File: config.mk
export PLATFORM = sky130hd
export DESIGN_NAME = crrs_seq
export DESIGN_NICKNAME = d
export VERILOG_FILES = /design/src/crrs_pkg.sv /design/src/crrs_seq.sv
export VERILOG_INCLUDE_DIRS = /design/src
export SDC_FILE = /design/constraint.sdc
export NUM_CORES = 1
export LEC_CHECK = 0
export CAP_MARGIN = 15
export CORE_MARGIN = 8
export CORE_UTILIZATION = 65
export CTS_BUF_LIST = sky130_fd_sc_hd__clkbuf_8
export CTS_CLUSTER_SIZE = 10
export DETAILED_ROUTE_END_ITERATION = 7
export DONT_BUFFER_PORTS = 1
export PLACE_DENSITY_LB_ADDON = 0.15
export SYNTH_ARGS = -nofsm -noshare
export SYNTH_HDL_FRONTEND = slang
export SYNTH_SLANG_ARGS = --single-unit
File: constraint.sdc
create_clock -name sys_clk_i -period 7.1 [get_ports sys_clk_i]
set_clock_uncertainty 0.2 [all_clocks]
set_input_delay 0.71 -clock sys_clk_i [delete_from_list [all_inputs] [get_ports sys_clk_i]]
set_output_delay 0.71 -clock sys_clk_i [all_outputs]
set_load 0.005 [all_outputs]
File: src/crrs_cfg.svh
/*
  Opcode patterns, cycle counts and reset values for the call, return
  and restart sequencer. Assumes inclusion by bare name, before use.
*/
`ifndef CRRS_CFG_SVH
`define CRRS_CFG_SVH

// ============================================================
// Opcodes and prefixes
`define OP_CALL      8'hCD
`define OP_RET       8'hC9
`define OP_SVC_RET   8'h4D
`define OP_NMI_RET   8'h45
`define OP_ADD_IMM   8'hC6
`define OP_ADC_IMM   8'hCE
`define OP_AND_IMM   8'hE6
`define PFX_EXT      8'hED
`define PFX_BIT      8'hCB
`define PFX_IDX_X    8'hDD
`define PFX_IDX_Y    8'hFD

// ============================================================
// Opcode field patterns
`define TOP_COND     2'h3
`define TOP_GROUP1   2'h1
`define TOP_GROUP0   2'h0
`define LO_CCALL     3'h4
`define LO_CRET      3'h0
`define LO_RST       3'h7
`define HI_ADD       5'h10
`define HI_ADC       5'h11
`define HI_AND       5'h14
`define NIB_ADD16    4'h9
`define NIB_ADC16    4'hA
`define OPND_MEM     3'h6

// ============================================================
// Flag bit positions
`define FLG_SIGN     7
`define FLG_ZERO     6
`define FLG_PAR      2
`define FLG_CARRY    0

// ============================================================
// Clock states per machine cycle, counted from zero
`define T_CAP        3'h2
`define T_LAST_MEM   3'h2
`define T_LAST_OP    3'h3
`define T_LAST_FETCH 3'h3
`define T_LAST_LONG  3'h4

// ============================================================
// Reset values and unit constants
`define PC_RST       16'h0000
`define SP_RST       16'hFFFF
`define ONE16        16'h0001
`define ONE8         8'h01

`endif

File: src/crrs_pkg.sv
/*
  Types of the call, return and restart sequencer: states, decoded
  instruction record and processor bus record. Assumes nothing.
*/
package crrs_pkg;

    // ========================================================
    // Machine cycle states
    typedef enum logic [5:0] {
        ST_FETCH   = 6'h01,
        ST_IMM     = 6'h02,
        ST_POP_LO  = 6'h04,
        ST_POP_HI  = 6'h08,
        ST_PUSH_HI = 6'h10,
        ST_PUSH_LO = 6'h20
    } crrs_state_t;

    // ========================================================
    // Pending sequence kinds
    typedef enum logic [2:0] {
        K_NONE, K_CALL, K_RET, K_NONMASKABLE_RETURN_OP, K_IMM, K_DISP, K_CBD, K_CBOP
    } crrs_kind_t;

    typedef enum logic [2:0] {
        CLS_NONE, CLS_ADD, CLS_ADC, CLS_AND, CLS_ADD16, CLS_ADC16, CLS_BIT
    } crrs_cls_t;

    typedef enum logic [1:0] {
        IDX_NONE, IDX_X, IDX_Y
    } crrs_idx_t;

    typedef struct packed {
        logic      valid;
        crrs_cls_t cls;
        logic      imm;
        logic [2:0] opnd;
        logic [2:0] bitn;
        logic [1:0] pair;
        crrs_idx_t idx;
        logic [7:0] data;
    } crrs_dec_t;

    typedef struct packed {
        logic [15:0] addr;
        logic [7:0]  wdata;
        logic        rd;
        logic        wr;
        logic        m1;
    } crrs_bus_t;

endpackage : crrs_pkg

File: src/crrs_seq.sv
/*
  Call, return and restart sequencer with a partial opcode decoder.
  Assumes a memory that answers a read in the cycle its strobe rises
  and takes a write while the write strobe is high; flags come from
  logic on the same clock. One clock cycle is one clock state.
*/
// Summary of operation
// - Plain call: five machine cycles, 17 states, split 4,3,4,3,3.
// - Taken call pushes high at sp-1, low at sp-2, then jumps.
// - Conditional call: taken 17 states, not taken 10 states as 4,3,3.
// - Plain return pops low then high, sp plus two, 10 states.
// - Conditional return pops when true, else no stack access.
// - Conditional return: taken 11 states as 5,3,3, else 5 states.
// - Service return acts as plain return, own opcode, 14 states.
// - Nonmaskable return pops and restores interrupt enable, 14 states.
// - Restart pushes counter, sp minus two, jumps to page zero vector.
// - Restart selector codes 0 to 7 give vectors 00H to 38H.
// - 88 to 8F add with carry from register; CE adds immediate.
// - ED 4A to 7A: 16-bit add with carry into pointer pair.
// - 80 to 87 add; C6 immediate add; 09 to 39 16-bit add.
// - DD and FD redirect pointer uses to index registers.
// - A0 to A7 conjunction; E6 conjunction with immediate.
// - CB 40 to 7F bit test: bit number 5:3, operand 2:0.
// - Indexed bit test: prefix, CB, displacement, then operation byte.
// - Conditional call holds condition in bits 5:3, C4 to FC.
`timescale 1ns/100ps
`include "crrs_cfg.svh"

module crrs_seq (
    // Clock and reset
    input  wire logic              sys_clk_i,
    input  wire logic              sys_rst_i,
    // Processor bus
    input  wire logic [7:0]        mem_rdata_i,
    output crrs_pkg::crrs_bus_t    bus_o,
    // Core state
    input  wire logic [7:0]        flags_i,
    input  wire logic              nmi_accept_i,
    output logic                   iff1_o,
    output logic [15:0]            pc_o,
    output logic [15:0]            sp_o,
    // Decoder results
    output crrs_pkg::crrs_dec_t    dec_o,
    output logic                   service_ret_o
);

    // ========================================================
    // State
    crrs_pkg::crrs_state_t state_r, state_nxt;
    crrs_pkg::crrs_kind_t  kind_r, kind_nxt;
    crrs_pkg::crrs_idx_t   idx_r, idx_nxt;
    crrs_pkg::crrs_dec_t   dec_r, dec_nxt;
    crrs_pkg::crrs_bus_t   bus_r, bus_nxt;
    logic [2:0]  tcnt_r, tcnt_nxt;
    logic [7:0]  ir_r, ir_nxt;
    logic [7:0]  lo_r, lo_nxt;
    logic [7:0]  hi_r, hi_nxt;
    logic [15:0] pc_r, pc_nxt;
    logic [15:0] sp_r, sp_nxt;
    logic        opd_r, opd_nxt;
    logic        taken_r, taken_nxt;
    logic        ext_r, ext_nxt;
    logic        cb_r, cb_nxt;
    logic        iff1_r, iff1_nxt;
    logic        iff2_r, iff2_nxt;
    logic        svc_r, svc_nxt;
    logic [7:0]  rd_s1_r;
    logic [7:0]  rd_s2_r;

    // ========================================================
    // Condition test
    function automatic logic cc_true(input logic [2:0] c, input logic [7:0] f);
        logic v;
        v = 1'b0;
        unique case (c[2:1])
            2'h0: v = f[`FLG_ZERO];
            2'h1: v = f[`FLG_CARRY];
            2'h2: v = f[`FLG_PAR];
            2'h3: v = f[`FLG_SIGN];
        endcase
        return v == c[0];
    endfunction : cc_true

    // ========================================================
    // Opcode decode on the instruction register
    wire       plain    = !ext_r && !cb_r;
    wire       top_cond = ir_r[7:6] == `TOP_COND;
    wire       is_call  = ir_r == `OP_CALL;
    wire       is_ccall = top_cond && ir_r[2:0] == `LO_CCALL;
    wire       is_ret   = ir_r == `OP_RET;
    wire       is_cret  = top_cond && ir_r[2:0] == `LO_CRET;
    wire       is_rst   = top_cond && ir_r[2:0] == `LO_RST;
    wire       cond_ok  = cc_true(ir_r[5:3], flags_i);
    wire       is_add   = ir_r[7:3] == `HI_ADD;
    wire       is_adc   = ir_r[7:3] == `HI_ADC;
    wire       is_and   = ir_r[7:3] == `HI_AND;
    wire       is_alu   = is_add || is_adc || is_and;
    wire       is_imm   = ir_r == `OP_ADD_IMM || ir_r == `OP_ADC_IMM
                          || ir_r == `OP_AND_IMM;
    wire       is_add16 = ir_r[7:6] == `TOP_GROUP0 && ir_r[3:0] == `NIB_ADD16;
    wire       is_adc16 = ir_r[7:6] == `TOP_GROUP1 && ir_r[3:0] == `NIB_ADC16;
    wire       is_bit   = ir_r[7:6] == `TOP_GROUP1;
    wire       mem_opnd = ir_r[2:0] == `OPND_MEM;
    wire       long_fch = plain && (is_cret || is_rst);
    wire [7:0] rst_vec  = {2'h0, ir_r[5:3], 3'h0};

    wire crrs_pkg::crrs_cls_t alu_cls =
        is_add ? crrs_pkg::CLS_ADD : is_adc ? crrs_pkg::CLS_ADC : crrs_pkg::CLS_AND;
    wire crrs_pkg::crrs_cls_t imm_cls =
        ir_r == `OP_ADD_IMM ? crrs_pkg::CLS_ADD :
        ir_r == `OP_ADC_IMM ? crrs_pkg::CLS_ADC : crrs_pkg::CLS_AND;

    // ========================================================
    // Cycle timing
    wire in_fetch = state_r == crrs_pkg::ST_FETCH;
    wire in_imm   = state_r == crrs_pkg::ST_IMM;
    wire in_pop   = state_r == crrs_pkg::ST_POP_LO || state_r == crrs_pkg::ST_POP_HI;
    wire in_push  = state_r == crrs_pkg::ST_PUSH_HI || state_r == crrs_pkg::ST_PUSH_LO;
    wire cap      = (in_fetch || in_imm || in_pop) && tcnt_r == `T_CAP;
    wire op_long  = in_imm && kind_r == crrs_pkg::K_CALL && opd_r && taken_r;
    wire [2:0] t_last = in_fetch ? (long_fch ? `T_LAST_LONG : `T_LAST_FETCH)
                      : op_long ? `T_LAST_OP : `T_LAST_MEM;
    wire last     = tcnt_r == t_last;

    // ========================================================
    // Sequencer next state
    always_comb begin
        state_nxt = state_r;
        tcnt_nxt  = tcnt_r + 3'h1;
        kind_nxt  = kind_r;
        idx_nxt   = idx_r;
        ir_nxt    = ir_r;
        lo_nxt    = lo_r;
        hi_nxt    = hi_r;
        pc_nxt    = pc_r;
        sp_nxt    = sp_r;
        opd_nxt   = opd_r;
        taken_nxt = taken_r;
        ext_nxt   = ext_r;
        cb_nxt    = cb_r;
        iff1_nxt  = iff1_r;
        iff2_nxt  = iff2_r;
        svc_nxt   = 1'b0;
        dec_nxt   = dec_r;
        dec_nxt.valid = 1'b0;
        if (nmi_accept_i) begin
            iff2_nxt = iff1_r;
            iff1_nxt = 1'b0;
        end
        if (cap) begin
            pc_nxt = in_pop ? pc_r : pc_r + `ONE16;
            sp_nxt = in_pop ? sp_r + `ONE16 : sp_r;
            if (in_fetch) begin
                ir_nxt = rd_s2_r;
            end
        end
        if (last) begin
            tcnt_nxt = 3'h0;
            dec_nxt.idx  = idx_r;
            dec_nxt.imm  = 1'b0;
            dec_nxt.opnd = ir_r[2:0];
            dec_nxt.bitn = ir_r[5:3];
            dec_nxt.pair = ir_r[5:4];
            dec_nxt.data = rd_s2_r;
            unique case (state_r)
                crrs_pkg::ST_FETCH: begin
                    ext_nxt = 1'b0;
                    cb_nxt  = 1'b0;
                    idx_nxt = crrs_pkg::IDX_NONE;
                    opd_nxt = 1'b0;
                    if (ext_r) begin
                        if (is_adc16) begin
                            dec_nxt.valid = 1'b1;
                            dec_nxt.cls   = crrs_pkg::CLS_ADC16;
                        end else if (ir_r == `OP_SVC_RET) begin
                            svc_nxt   = 1'b1;
                            kind_nxt  = crrs_pkg::K_RET;
                            state_nxt = crrs_pkg::ST_POP_LO;
                        end else if (ir_r == `OP_NMI_RET) begin
                            kind_nxt  = crrs_pkg::K_NONMASKABLE_RETURN_OP;
                            state_nxt = crrs_pkg::ST_POP_LO;
                        end
                    end else if (cb_r) begin
                        dec_nxt.valid = is_bit;
                        dec_nxt.cls   = crrs_pkg::CLS_BIT;
                    end else if (ir_r == `PFX_IDX_X) begin
                        idx_nxt = crrs_pkg::IDX_X;
                    end else if (ir_r == `PFX_IDX_Y) begin
                        idx_nxt = crrs_pkg::IDX_Y;
                    end else if (ir_r == `PFX_EXT) begin
                        ext_nxt = 1'b1;
                    end else if (ir_r == `PFX_BIT) begin
                        if (idx_r != crrs_pkg::IDX_NONE) begin
                            idx_nxt   = idx_r;
                            kind_nxt  = crrs_pkg::K_CBD;
                            state_nxt = crrs_pkg::ST_IMM;
                        end else begin
                            cb_nxt = 1'b1;
                        end
                    end else if (is_call || is_ccall) begin
                        kind_nxt  = crrs_pkg::K_CALL;
                        taken_nxt = is_call || cond_ok;
                        state_nxt = crrs_pkg::ST_IMM;
                    end else if (is_ret || (is_cret && cond_ok)) begin
                        kind_nxt  = crrs_pkg::K_RET;
                        state_nxt = crrs_pkg::ST_POP_LO;
                    end else if (is_rst) begin
                        kind_nxt  = crrs_pkg::K_CALL;
                        lo_nxt    = rst_vec;
                        hi_nxt    = 8'h00;
                        state_nxt = crrs_pkg::ST_PUSH_HI;
                    end else if (is_alu) begin
                        if (mem_opnd && idx_r != crrs_pkg::IDX_NONE) begin
                            idx_nxt   = idx_r;
                            kind_nxt  = crrs_pkg::K_DISP;
                            state_nxt = crrs_pkg::ST_IMM;
                        end else begin
                            dec_nxt.valid = 1'b1;
                            dec_nxt.cls   = alu_cls;
                        end
                    end else if (is_imm) begin
                        kind_nxt  = crrs_pkg::K_IMM;
                        state_nxt = crrs_pkg::ST_IMM;
                    end else if (is_add16) begin
                        dec_nxt.valid = 1'b1;
                        dec_nxt.cls   = crrs_pkg::CLS_ADD16;
                    end
                end
                crrs_pkg::ST_IMM: begin
                    state_nxt = crrs_pkg::ST_FETCH;
                    idx_nxt   = crrs_pkg::IDX_NONE;
                    unique case (kind_r)
                        crrs_pkg::K_CALL: begin
                            if (!opd_r) begin
                                lo_nxt    = rd_s2_r;
                                opd_nxt   = 1'b1;
                                state_nxt = crrs_pkg::ST_IMM;
                            end else begin
                                hi_nxt = rd_s2_r;
                                if (taken_r) begin
                                    state_nxt = crrs_pkg::ST_PUSH_HI;
                                end
                            end
                        end
                        crrs_pkg::K_IMM: begin
                            dec_nxt.valid = 1'b1;
                            dec_nxt.cls   = imm_cls;
                            dec_nxt.imm   = 1'b1;
                        end
                        crrs_pkg::K_DISP: begin
                            dec_nxt.valid = 1'b1;
                            dec_nxt.cls   = alu_cls;
                        end
                        crrs_pkg::K_CBD: begin
                            lo_nxt    = rd_s2_r;
                            idx_nxt   = idx_r;
                            kind_nxt  = crrs_pkg::K_CBOP;
                            state_nxt = crrs_pkg::ST_IMM;
                        end
                        crrs_pkg::K_CBOP: begin
                            dec_nxt.valid = rd_s2_r[7:6] == `TOP_GROUP1;
                            dec_nxt.cls   = crrs_pkg::CLS_BIT;
                            dec_nxt.opnd  = rd_s2_r[2:0];
                            dec_nxt.bitn  = rd_s2_r[5:3];
                            dec_nxt.pair  = rd_s2_r[5:4];
                            dec_nxt.data  = lo_r;
                        end
                        default: begin
                            kind_nxt = crrs_pkg::K_NONE;
                        end
                    endcase
                end
                crrs_pkg::ST_POP_LO: begin
                    lo_nxt    = rd_s2_r;
                    state_nxt = crrs_pkg::ST_POP_HI;
                end
                crrs_pkg::ST_POP_HI: begin
                    pc_nxt    = {rd_s2_r, lo_r};
                    state_nxt = crrs_pkg::ST_FETCH;
                    if (kind_r == crrs_pkg::K_NONMASKABLE_RETURN_OP) begin
                        iff1_nxt = iff2_r;
                    end
                end
                crrs_pkg::ST_PUSH_HI: begin
                    sp_nxt    = sp_r - `ONE16;
                    state_nxt = crrs_pkg::ST_PUSH_LO;
                end
                crrs_pkg::ST_PUSH_LO: begin
                    sp_nxt    = sp_r - `ONE16;
                    pc_nxt    = {hi_r, lo_r};
                    state_nxt = crrs_pkg::ST_FETCH;
                end
            endcase
        end
    end

    // ========================================================
    // Bus for the coming clock state
    wire nx_fetch = state_nxt == crrs_pkg::ST_FETCH;
    wire nx_pop   = state_nxt == crrs_pkg::ST_POP_LO || state_nxt == crrs_pkg::ST_POP_HI;
    wire nx_push  = state_nxt == crrs_pkg::ST_PUSH_HI || state_nxt == crrs_pkg::ST_PUSH_LO;
    wire nx_strb  = tcnt_nxt <= `T_CAP;

    always_comb begin
        bus_nxt.rd    = (nx_fetch || nx_pop || state_nxt == crrs_pkg::ST_IMM) && nx_strb;
        bus_nxt.wr    = nx_push && nx_strb;
        bus_nxt.m1    = nx_fetch && nx_strb;
        bus_nxt.addr  = nx_push ? sp_nxt - `ONE16 : nx_pop ? sp_nxt : pc_nxt;
        bus_nxt.wdata = state_nxt == crrs_pkg::ST_PUSH_HI ? pc_nxt[15:8] : pc_nxt[7:0];
    end

    // ========================================================
    // Registers
    always_ff @(posedge sys_clk_i) begin
        rd_s1_r <= mem_rdata_i;
        rd_s2_r <= rd_s1_r;
    end

    always_ff @(posedge sys_clk_i) begin
        if (sys_rst_i) begin
            state_r <= crrs_pkg::ST_FETCH;
            kind_r  <= crrs_pkg::K_NONE;
            idx_r   <= crrs_pkg::IDX_NONE;
            dec_r   <= '0;
            bus_r   <= '{addr: `PC_RST, wdata: 8'h00, rd: 1'b1, wr: 1'b0, m1: 1'b1};
            tcnt_r  <= 3'h0;
            ir_r    <= 8'h00;
            lo_r    <= 8'h00;
            hi_r    <= 8'h00;
            pc_r    <= `PC_RST;
            sp_r    <= `SP_RST;
            opd_r   <= 1'b0;
            taken_r <= 1'b0;
            ext_r   <= 1'b0;
            cb_r    <= 1'b0;
            iff1_r  <= 1'b0;
            iff2_r  <= 1'b0;
            svc_r   <= 1'b0;
        end else begin
            state_r <= state_nxt;
            kind_r  <= kind_nxt;
            idx_r   <= idx_nxt;
            dec_r   <= dec_nxt;
            bus_r   <= bus_nxt;
            tcnt_r  <= tcnt_nxt;
            ir_r    <= ir_nxt;
            lo_r    <= lo_nxt;
            hi_r    <= hi_nxt;
            pc_r    <= pc_nxt;
            sp_r    <= sp_nxt;
            opd_r   <= opd_nxt;
            taken_r <= taken_nxt;
            ext_r   <= ext_nxt;
            cb_r    <= cb_nxt;
            iff1_r  <= iff1_nxt;
            iff2_r  <= iff2_nxt;
            svc_r   <= svc_nxt;
        end
    end

    assign bus_o         = bus_r;
    assign dec_o         = dec_r;
    assign service_ret_o = svc_r;
    assign iff1_o        = iff1_r;
    assign pc_o          = pc_r;
    assign sp_o          = sp_r;

endmodule : crrs_seq

* Word level (Yosys, flattened, before mapping) *
Index checks and enable logic that the tools add are counted.

cells by class
  $add $sub $neg = 5
  order comparisons = 1
  equality and inequality tests = 84
  mux-type cells = 137
  bitwise operators = 8
  reduce and logical (&&, ||, !) cells = 53

operator list
  kind                                                 count
  2-to-1 mux 8 bit                                     25
  2-to-1 mux 16 bit                                    9
  2-to-1 mux 6 bit                                     18
  == test 8 bit (second input constant)                9
  2-to-1 mux 3 bit                                     19
  2-to-1 mux 4 bit                                     14
  adder 16 x 1 -> 16 bit (second input constant)       2
  case mux 16 bit (2 select lines)                     1
  case mux 8 bit (2 select lines)                      2
  subtractor 16 x 1 -> 16 bit (second input constant)  2
  2-to-1 mux 2 bit                                     15
  case mux 6 bit (5 select lines)                      1
  inequality test 4 bit (second input constant)        7
  AND reduction 13 bit                                 2
  inequality test 2 bit (second input constant)        12
  case mux 8 bit (3 select lines)                      1
  2-to-1 mux 1 bit                                     22
  == test 3 bit (second input constant)                7
  inequality test 3 bit (second input constant)        7
  == test 8 x 7 -> 1 bit (second input constant)       2
  logical AND 1 bit                                    16
  == test 5 bit (second input constant)                3
  logical OR 1 bit                                     15
  inequality test 5 bit (second input constant)        3
  48 further kinds                                     74

storage, ports and cells
  flip-flop bits (word level) = 143
  input bits = 19
  output and inout port bits = 84
  logic and storage cells = 319

* Longest topological paths before layout *
Gate-level depths: netlist of the first run.

  word-level depth = 21
  depth in mapped cells = 15
  gate-level depth less buffers = 12

* Worst setup path after synthesis of the first run *
OpenSTA, ideal clock, no wires.

  path kind = flip-flop to flip-flop
  start = register state_r[0]
  end = register bus_r (netlist bit bus_o[25])
  library setup time = 122 ps
  arrival = 3,556 ps
  data required time = 6,778 ps
  slack = 3,222 ps
  stages on the path, launching flop included = 13
  buffers on the path = 1
  clock period less this slack = 3,878 ps
  cell sequence = dfxtp_1 -> buf_6 -> or4b_4 -> nor4_4 -> mux2_2 -> o21ai_1 -> o21ai_0 -> o21ba_2 -> ha_1 -> nand4_4 -> or4_4 -> xor2_1 -> a221o_1

on the way
  cells in the longest elaborated chain, start to end = 17
  elaborated cells between the ends (all ways) = 53
  those cells by class = add/sub (1); eq/ne (11); mux (30); reduce/logical (11)

ends and longest elaborated chain
  item                                                                     RTL line                          text
  from (decl)                                                              crrs_seq.sv:49                    crrs_pkg::crrs_state_t state_r, state_nxt;
  from (signal assigned)                                                   crrs_seq.sv:321                   state_r <= crrs_pkg::ST_FETCH;
  from (signal assigned)                                                   crrs_seq.sv:340                   state_r <= state_nxt;
  2-to-1 mux 6 bit, on equally long branches                               crrs_seq.sv:221, crrs_seq.sv:213
  2-to-1 mux 6 bit                                                         crrs_seq.sv:212                   end else if (is_alu) begin
  2-to-1 mux 6 bit                                                         crrs_seq.sv:207                   end else if (is_rst) begin
  2-to-1 mux 6 bit                                                         crrs_seq.sv:204                   end else if (is_ret || (is_cret && cond_ok)) begin
  2-to-1 mux 6 bit                                                         crrs_seq.sv:200                   end else if (is_call || is_ccall) begin
  2-to-1 mux 6 bit                                                         crrs_seq.sv:192                   end else if (ir_r == `PFX_BIT) begin
  2-to-1 mux 6 bit                                                         crrs_seq.sv:190                   end else if (ir_r == `PFX_EXT) begin
  2-to-1 mux 6 bit                                                         crrs_seq.sv:188                   end else if (ir_r == `PFX_IDX_Y) begin
  2-to-1 mux 6 bit                                                         crrs_seq.sv:186                   end else if (ir_r == `PFX_IDX_X) begin
  2-to-1 mux 6 bit                                                         crrs_seq.sv:183                   end else if (cb_r) begin
  2-to-1 mux 6 bit                                                         crrs_seq.sv:171                   if (ext_r) begin
  case mux 6 bit (5 select lines)                                          crrs_seq.sv:165                   unique case (state_r)
  2-to-1 mux 6 bit                                                         crrs_seq.sv:157                   if (last) begin
  == test 6 x 3 -> 1 bit / == test 6 x 4 -> 1 bit (equally long branches)  crrs_seq.sv:300                   wire nx_pop = state_nxt == crrs_pkg::ST_POP_LO || state_nxt == crrs_pkg::ST_POP_HI;
  logical OR 1 bit                                                         crrs_seq.sv:300
  2-to-1 mux 16 bit                                                        crrs_seq.sv:308                   bus_nxt.addr = nx_push ? sp_nxt - `ONE16 : nx_pop ? sp_nxt : pc_nxt;
  2-to-1 mux 16 bit *                                                      crrs_seq.sv:308
  to (signal assigned)                                                     crrs_seq.sv:325                   bus_r <= '{addr: `PC_RST, wdata: 8'h00, rd: 1'b1, wr: 1'b0, m1: 1'b1};
  to (signal assigned)                                                     crrs_seq.sv:344                   bus_r <= bus_nxt;
  to (decl)                                                                crrs_seq.sv:53                    crrs_pkg::crrs_bus_t bus_r, bus_nxt;

Mark *: on every way between the ends. The rest lies on a longest branch, timed or not.
A chain may end at the register's enable or synchronous reset.

* Final worst setup path of the first run *
  start = register state_r[4]
  end = register bus_r (netlist bit bus_o[24])

Same word-level chain as after synthesis.

==> impl_metrics.ini, run 1 <==
[outcome]
status = complete, no violations

[synthesis]
synthAdderAreaFrac_pct = 0.9363
syn_area_per_cell_um2 = 8.529
yosys.area.top_type_share_pct = 35.21
netlist_area_um2 = 8018
synth_edf_count = 0
ys_async_sr_fraction_pct = 0
synth.area.top_cells = dfxtp_1 (35%), nor2_1 (5.2%), mux2i_1 (3.7%)
synth.most_common_cell = dfxtp_1
synthMuxAreaShare_pct = 6.445
synth-main-ff-cell = dfxtp_1
synth_xor_area_share_pct = 4.697
ys_ff_latch = 141
synth_area_leader_cell = dfxtp_1
synth_warnings = 0
synthSimpleGateAreaFrac_pct = 27.53
synth_cell_types = 103
synth-compound-area-share_pct = 19.91
synth_top_family_by_area = simple AND/OR/NAND/NOR gates
synthCells = 940
syn-num-nets = 965
synthTopCellsByCount = dfxtp_1 (141), nor2_1 (111), nand2_1 (69)
yosysSeqAreaShare_pct = 35.21

[placed_design]
portBuffers = 0
place_area_um2 = 7879
place.gp.congestion = 0.9277
dp_hpwl_um = 16680

[power]
switching_share_pct = 27.23
pwr-share-clk_pct = 41.7
p_int_uw = 1176
power_leakage_uw = 0.003054
peakVddDrop_mv = 0.1913
combPwrFrac_pct = 6.0
power.density_nw_per_um2 = 194.4
seq_power_share_pct = 52.3
switching_power_uw = 440.0

[route]
top_layer = met4
dr.pass1.iters = 5
wire_per_inst_um = 21.78
num_vias = 7208
vias_per_cell = 6.800
drt_iter0_drc = 912
antenna_left = 0
wl_met1_um = 9790
drt_wl_total_um = 23090
wl_met3_um = 2237
drc_errors = 0
dr_wl_met2_um = 10470

[layout]
final_nets = 925
drive_above_1_share_pct = 13.14
multiInputGateArea_um2 = 4778
layout.filler_cells = 975
antennaDiodeCount = 0
regArea_um2 = 2823
design_area_um2 = 8312
syn2layout_area_growth_pct = 3.667

[clocking]
ctsResizeCount = 0
post_cts_buffers = 0
cts_hold_buffers = 0
htree_levels = 4
clock_latency_ps = 450
clk_pin_slew_ps = 90
cts_sinks = 141
cts_tree = yes
root_buffer = clkbuf_8
cts-buffers-inserted = 17
clk_path_buf_depth = 2

[hold_path]
hold_path.class = primary input to flip-flop

[worst_setup_path]
worstReg2RegStart = state_r[4]
startpoint = state_r[4]
cp.arrival_ps = 4880
worst-path-max-fanout = 21
timing.rr.end = bus_o[24]
start_kind = flip-flop
required_ps = 7240
path_class = flip-flop to flip-flop
reg2reg_depth = 10
reg2reg_setup_slack_ps = 2360
slowest_stage = nor2_1
critical_path.cell_chain = or4b_4, nor4_4, mux2_2, nor2_1, o22a_1, nand3_2, nor3b_2, nand2_2, and2_4, a221o_1
end_kind = flip-flop
cp-endpoint = bus_o[24]
cpPeakStageDelay_ps = 720

[grt]
antenna_found_initial = 0
grt.total_usage_pct = 27.94
grt_pass1_wl_um = 36170
grt_max_degree = 129
grt_pass1_vias = 6664
grt_overflow = 0

[die]
die_x_um = 127.1
dieHeight_um = 127.1
dieArea_um2 = 16140
io_pins = 103
core_area_um2 = 12010
rows = 40
start_util_pct = 66.75

[sta]
worst_pin_slew_ps = 1022
setup_violations = 0
finalHoldViolations = 0
max_freq_mhz = 211.0
post-route-period-util_pct = 66.75
final-max-slew-violation-count = 0
max-slew-margin-rel_pct = 31.86
tns_ps = 0
rsz0062_at_grt = false
period_needed_ps = 4739

[run]
drv_cap = 0
## cell families after synthesis
logic type	after synthesis
compound gates	216
fa+ha+maj	6
flops	141
simple gates	406
buf+inv	80
xor+xnor	43
mux	48
## per-stage QoR
step	power [µW]	setup slack [ps]	hold slack [ps]	utilization [%]	std cells
CTS	1618	2396	57.37	69.01	1058
floorplan	937.9	3222	109.6	-	940
finish	1616	2361	81.29	69.20	1060
global route	1665	2178	49.97	69.20	1060
global placement	954.3	2567	111.8	65.59	1026
detailed placement	958.1	2429	112.1	65.59	1026
## area by class of cell
cell class	instances	share of cell area (%)
tap	147	2.213
clock inverter	15	2.123
clock buffer	17	2.815
sequential	141	33.96
multi-input combinational	719	57.49
inverter	13	0.5871
timing repair buffer	8	0.8129
## cell usage in the layout (no fill, tap or decap), types with 4 or more instances in the layout
cell type  netlist  routed
or3_1            7       7
nor4_1           5       5
and2_2           6       6
a211oi_1        21      21
nand3_1         41      41
nor3b_1          6       6
dfxtp_1        141     141
o21ai_0         28      28
a221oi_1         7       7
inv_1           13      13
nand3b_1         8       8
nand2b_1        35      35
clkbuf_8         3      17
a311oi_1         4       4
and3_1          13      13
xnor2_1         17      17
and4_1           4       4
o211ai_1        11      11
or2_2           16      16
xor2_1          26      26
o22ai_1          5       5
nor2b_1         15      15
a31oi_1          4       4
mux2_2          13      13
a21o_1           5       5
nand2_1         69      69
nand4_1         20      20
ha_1             6       6
a31o_2           4       4
buf_4            3       6
a21oi_1         54      54
mux2i_1         30      30
nor3_1          15      15
inv_6            0       5
nor2_1         111     111
a211oi_2         5       5
a221o_1          4       4
## worst max-delay path, delay by kind of cell, from the launching register on
family / cells / cell delay [ps]
flops: 1 / 490
compound gates: 2 / 620
simple gates: 7 / 2850
mux: 1 / 470
## layer usage
layer | up-vias | track usage (%)
li1 | 3353 | -
met2 | 380 | 42.90
met5 | - | 0
met3 | 50 | 7.238
met1 | 3425 | 37.04
met4 | 0 | 10.08
## sequential cells by signal, indices dropped and copies added (netlist names), 16 cells and up
| register | cells |
|---|---|
| bus_o | 27 |
| dec_o | 21 |
| pc_o | 16 |
| sp_o | 16 |
## power groups by stage
| stage | Combinational (µW) | Sequential [µW] | Clock (µW) |
|---|---|---|---|
| global placement | 91.1 | 863 | 0 |
| global route | 105 | 849 | 711 |
| floorplan | 92.7 | 845 | 0 |
| finish | 96.6 | 846 | 673 |
| CTS | 94.8 | 845 | 678 |
| detailed placement | 94.3 | 864 | 0 |
## how the worst min path moves through the flow
| stage | startpoint | endpoint | slack (ps) | cells after the start |
|---|---|---|---|---|
| after floorplan | rd_s1_r[0] | rd_s2_r[0] | 110 | 0 |
| after global placement | rd_s1_r[7] | rd_s2_r[7] | 110 | 0 |
| after detailed placement | rd_s1_r[4] | rd_s2_r[4] | 110 | 0 |
| after CTS | mem_rdata_i[3] | rd_s1_r[3] | 60 | 0 |
| after global routing | mem_rdata_i[4] | rd_s1_r[4] | 50 | 0 |
| final | mem_rdata_i[1] | rd_s1_r[1] | 80 | 0 |
Power figures use the tool's default switching activity.
==> run 2, diff against run 1 <==
--- a/config.mk
+++ b/config.mk
@@ -8,7 +8,7 @@
 export LEC_CHECK = 0
 export CAP_MARGIN = 15
 export CORE_MARGIN = 8
-export CORE_UTILIZATION = 65
+export CORE_UTILIZATION = 60
 export CTS_BUF_LIST = sky130_fd_sc_hd__clkbuf_8
 export CTS_CLUSTER_SIZE = 10
 export DETAILED_ROUTE_END_ITERATION = 7
==> constraint.sdc (replaced) <==
create_clock -name sys_clk_i -period 3.9 [get_ports sys_clk_i]
set_clock_uncertainty 0.2 [all_clocks]
set_input_delay 0.39 -clock sys_clk_i [delete_from_list [all_inputs] [get_ports sys_clk_i]]
set_output_delay 0.39 -clock sys_clk_i [all_outputs]
set_load 0.005 [all_outputs]
==> impl_metrics.ini, run 2 (synthesis gave the netlist of run 1 again) <==
[layout]
regArea_um2 = 2823
antennaDiodeCount = 0
final_cells = 1195
layout.filler_cells = 1024
largest_reg_flops = 27
most-common-layout-cells = dfxtp_1 (141), nor2_1 (110), buf_4 (100)
final_nets = 1031
multiInputGateArea_um2 = 4908
syn2layout_area_growth_pct = 15.79
final_common_cell = dfxtp_1
drive_above_1_share_pct = 22.57

[sta]
post-route-period-util_pct = 100.1
final_critical_path_setup_slack_ps = -3.728
worst_pin_slew_ps = 617.0
rsz0062_at_grt = true
tns_ps = -3.728
max_freq_mhz = 256.2
finalHoldViolations = 0
max-slew-margin-rel_pct = 58.49
setup_violations = 1
period_needed_ps = 3904
final-max-slew-violation-count = 0

[clocking]
root_buffer = clkbuf_8
clk_pin_slew_ps = 90
clk_path_buf_depth = 2
cts_sinks = 141
htree_levels = 4
cts_tree = yes
clock_latency_ps = 470
cts-buffers-inserted = 17

[route]
dr_wl_met2_um = 11590
num_vias = 7837
drt_iter0_drc = 1079
dr.pass1.iters = 6
drc_errors = 0
top_layer = met4
wl_met3_um = 2664
vias_per_cell = 6.558
wl_met1_um = 10900
wire_per_inst_um = 21.81
antenna_left = 0
drt_wl_total_um = 26070

[power]
power.density_nw_per_um2 = 317.7
p_int_uw = 2104
peakVddDrop_mv = 0.3154
switching_share_pct = 28.66
seq_power_share_pct = 51.8
power_leakage_uw = 0.003587
combPwrFrac_pct = 8.4
pwr-share-clk_pct = 39.7
switching_power_uw = 845.2

[grt]
grt_pass1_vias = 7424
grt_max_degree = 118
antenna_found_initial = 0
grt.total_usage_pct = 28.68
grt_pass1_wl_um = 40260
grt_overflow = 0

[worst_setup_path]
path_class = flip-flop to flip-flop
end_kind = flip-flop
required_ps = 4060
start_kind = flip-flop
slowest_stage = or4b_4
critical_path.cell_chain = or4b_4, nor4_4, mux2i_2, a211oi_4, or3_4, a2111oi_4, nand2_2, or4_4, xor2_1, a221o_1
worst-path-max-fanout = 3
cpPeakStageDelay_ps = 550
cp.arrival_ps = 4070

[die]
die_x_um = 131.6
core_area_um2 = 13140
rows = 42
dieHeight_um = 131.6
start_util_pct = 61.03
io_pins = 103
dieArea_um2 = 17320

[hold_path]
hold_path.class = primary input to flip-flop

[placed_design]
dp_hpwl_um = 18830
portBuffers = 0
place.gp.congestion = 0.9420
dp_cells = 1144

[run]
drv_cap = 0

[outcome]
status = complete, but fails checks
violations = negative setup slack
==> run 2: cell types whose count changed in the layout (fill, tap and decap cells not counted), moves of 2 or more <==
cell,change
a2111oi_0,-2
buf_4,+94
buf_6,+2
dlygate4sd3_1,+9
o21ai_0,-3
o21ai_1,+2
or3_4,+2
xnor2_1,-3
xnor2_2,+3
==> run 2: final timing paths <==
kind | from | endpoint | slack [ps] | cells after the start
worst max-delay path | state_r[4] | bus_o[25] | -4 | 10
worst min-delay path | sys_rst_i | bus_o[24] | 40 | 2
worst max register to register | state_r[4] | bus_o[25] | -4 | 10
worst min register to register | rd_s1_r[0] | rd_s2_r[0] | 130 | 0
==> run 2: critical path: cells and delay by family (launching register included) <==
kind	cells	cell delay, ps
simple gates	5	1900
compound gates	3	830
flops	1	320
mux	1	390
xor+xnor	1	160
==> run 2: metrics by stage <==
stage	utilization (%)	worst slack (ps)	cell area [µm²]	hold slack (ps)	total power [µW]
2_1_floorplan	-	21.97	8018	109.6	1707
5_1_grt	70.67	-109.8	9284	42.57	3037
4_1_cts	69.31	-44.36	9106	37.04	2934
3_3_place_gp	65.33	-18.64	8583	111.7	1758
6_report	70.67	-3.728	9284	43.72	2949
3_5_place_dp	65.33	-51.23	8583	113.8	1765
==> run 2: repair_timing <==
item	in CTS	in global routing
endpoints found under the hold margin	126	0
hold buffers	10	0
endpoints found under the setup margin	16	30
setup buffers	0	8
pin swaps	2	6
cloned	0	1
resized for setup	5	22
==> run 2: cell type report <==
| type | instances | area share (%) |
|---|---|---|
| sequential | 141 | 30.40 |
| multi-input combinational | 720 | 52.87 |
| clock inverter | 15 | 1.658 |
| clock buffer | 17 | 2.520 |
| inverter | 13 | 0.5256 |
| tap | 176 | 2.372 |
| timing repair buffer | 113 | 9.650 |
==> run 2: power groups by stage <==
stage | sequential (µW) | combinational [µW] | clock (µW)
after detailed placement | 1560 | 206 | 0
after global placement | 1560 | 200 | 0
final | 1530 | 249 | 1170
after floorplan | 1540 | 169 | 0
after global routing | 1530 | 266 | 1240
after CTS | 1530 | 237 | 1170
==> run 2: layer usage <==
layer	up-vias	track usage (%)
met5	-	0
met4	0	12.64
met3	67	7.279
met2	488	43.86
met1	3727	37.44
li1	3555	-
==> run 3, diff against run 2 <==
--- a/config.mk
+++ b/config.mk
@@ -8,8 +8,7 @@
 export LEC_CHECK = 0
 export CAP_MARGIN = 15
 export CORE_MARGIN = 8
-export CORE_UTILIZATION = 60
-export CTS_BUF_LIST = sky130_fd_sc_hd__clkbuf_8
+export CORE_UTILIZATION = 58
 export CTS_CLUSTER_SIZE = 10
 export DETAILED_ROUTE_END_ITERATION = 7
 export DONT_BUFFER_PORTS = 1
==> impl_metrics.ini, run 3 (synthesis gave the netlist of run 1 again) <==
[grt]
grt_pass1_vias = 7353
grt_pass1_wl_um = 40580
grt.total_usage_pct = 28.31
antenna_found_initial = 0
grt_overflow = 0
grt_max_degree = 117

[layout]
final_cells = 1220
largest_reg_flops = 27
drive_above_1_share_pct = 25.00
syn2layout_area_growth_pct = 21.83
final_common_cell = dfxtp_1
antennaDiodeCount = 0
most-common-layout-cells = dfxtp_1 (139), buf_4 (119), nor2_1 (109)
final_nets = 1052

[worst_setup_path]
worst-path-max-fanout = 5
cp.arrival_ps = 4050
required_ps = 4010
end_kind = flip-flop
reg2reg_depth = 10
start_kind = flip-flop
path_class = flip-flop to flip-flop

[clocking]
cts_sinks = 141
cts-buffers-inserted = 17
htree_levels = 4
clk_pin_slew_ps = 70
root_buffer = clkbuf_16
clock_latency_ps = 420
clk_path_buf_depth = 2
cts_tree = yes

[power]
combPwrFrac_pct = 7.5
switching_power_uw = 910.5
p_int_uw = 2575
power.density_nw_per_um2 = 356.8
pwr-share-clk_pct = 48.7
switching_share_pct = 26.12
peakVddDrop_mv = 0.4192
seq_power_share_pct = 43.8
power_leakage_uw = 0.003836

[die]
start_util_pct = 58.67
io_pins = 103
die_x_um = 133.6
dieHeight_um = 133.6
dieArea_um2 = 17840
rows = 43
core_area_um2 = 13670

[sta]
setup_violations = 1
max_freq_mhz = 254.0
worst_pin_slew_ps = 566.3
post-route-period-util_pct = 100.9
final_critical_path_setup_slack_ps = -36.96
rsz0062_at_grt = true
holdWs_ps = 20.18
max-slew-margin-rel_pct = 61.85
period_needed_ps = 3937
final-max-slew-violation-count = 0
finalHoldViolations = 0

[hold_path]
whs_path_depth = 2
hold_path.class = primary input to flip-flop

[outcome]
violations = negative setup slack
status = complete, but fails checks

[placed_design]
dp_cells = 1161
place.gp.congestion = 0.9604
portBuffers = 0
dp_hpwl_um = 18900

[route]
antenna_left = 0
num_vias = 7872
wire_per_inst_um = 21.83
drc_errors = 0
drt_iter0_drc = 973
drt_wl_total_um = 26630
vias_per_cell = 6.452
dr.pass1.iters = 5

[run]
drv_cap = 0
[run 3: cell type report]
class | count | area, µm²
fillers | 1005 | 3897
clock inverters | 14 | 171.4
clock buffers | 18 | 439.2
multi-input cells | 720 | 4982
flip-flops and latches | 141 | 2825
repair buffers | 134 | 1076
well taps | 180 | 225.2
inverters | 13 | 48.80
[run 3: final timing paths]
path / from / to / slack [ps]
hold / removal: sys_rst_i / bus_o[26] / 20
hold reg to reg: rd_s1_r[3] / rd_s2_r[3] / 130
setup reg to reg: state_r[5] / bus_o[25] / -40
setup / recovery: state_r[5] / bus_o[25] / -40
[run 3: layer usage]
layer  share of wire, %  global-route usage (%)  vias to the layer above  routed length, µm
li1                   -                       -                     3590                  -
met1                 42                   37.60                     3783              11260
met2                 46                   43.40                      436              12180
met3                9.2                   7.154                       63               2454
met4                2.8                   10.29                        0                733
met5                  0                       0                        -                  0
[run 3: power by group through the flow]
stage	logic [µW]	clock network [µW]	registers, µW
finish	261	1700	1530
global route	283	1760	1530
CTS	247	1700	1530
detailed placement	217	0	1560
global placement	212	0	1560
floorplan	169	0	1540
[run 3: worst max-delay path, stage by stage (launching register included)]
cell and delay, ps:
dfxtp_2 320, or4b_4 570, nor4_4 430, mux2_4 380
o211a_1 240, or3_1 390, a21oi_4 200, nand4_4 100
or4_4 530, xor2_1 160, a221o_1 300
[run 3: repair_timing]
item                       in CTS  in global routing
hold endpoints to repair      124                  0
pin swaps                       1                 24
cloned                          0                  1
hold buffers                   10                  0
buffers inserted                1                 15
gates resized for setup         3                 45
setup endpoints to repair      18                 26
[run 3: metrics by stage]
stage          power (µW)  worst slack [ps]  utilization, %  cell area (µm²)  TNS (ps)
2_1_floorplan        1707             21.97               -             8018         0
3_3_place_gp         1769            -76.15           63.56             8686    -76.15
3_5_place_dp         1777            -121.9           63.56             8686    -782.6
4_1_cts              3473            -69.19           69.03             9433    -69.19
5_1_grt              3570            -132.6           71.48             9768    -506.8
6_report             3486            -36.96           71.48             9768    -36.96
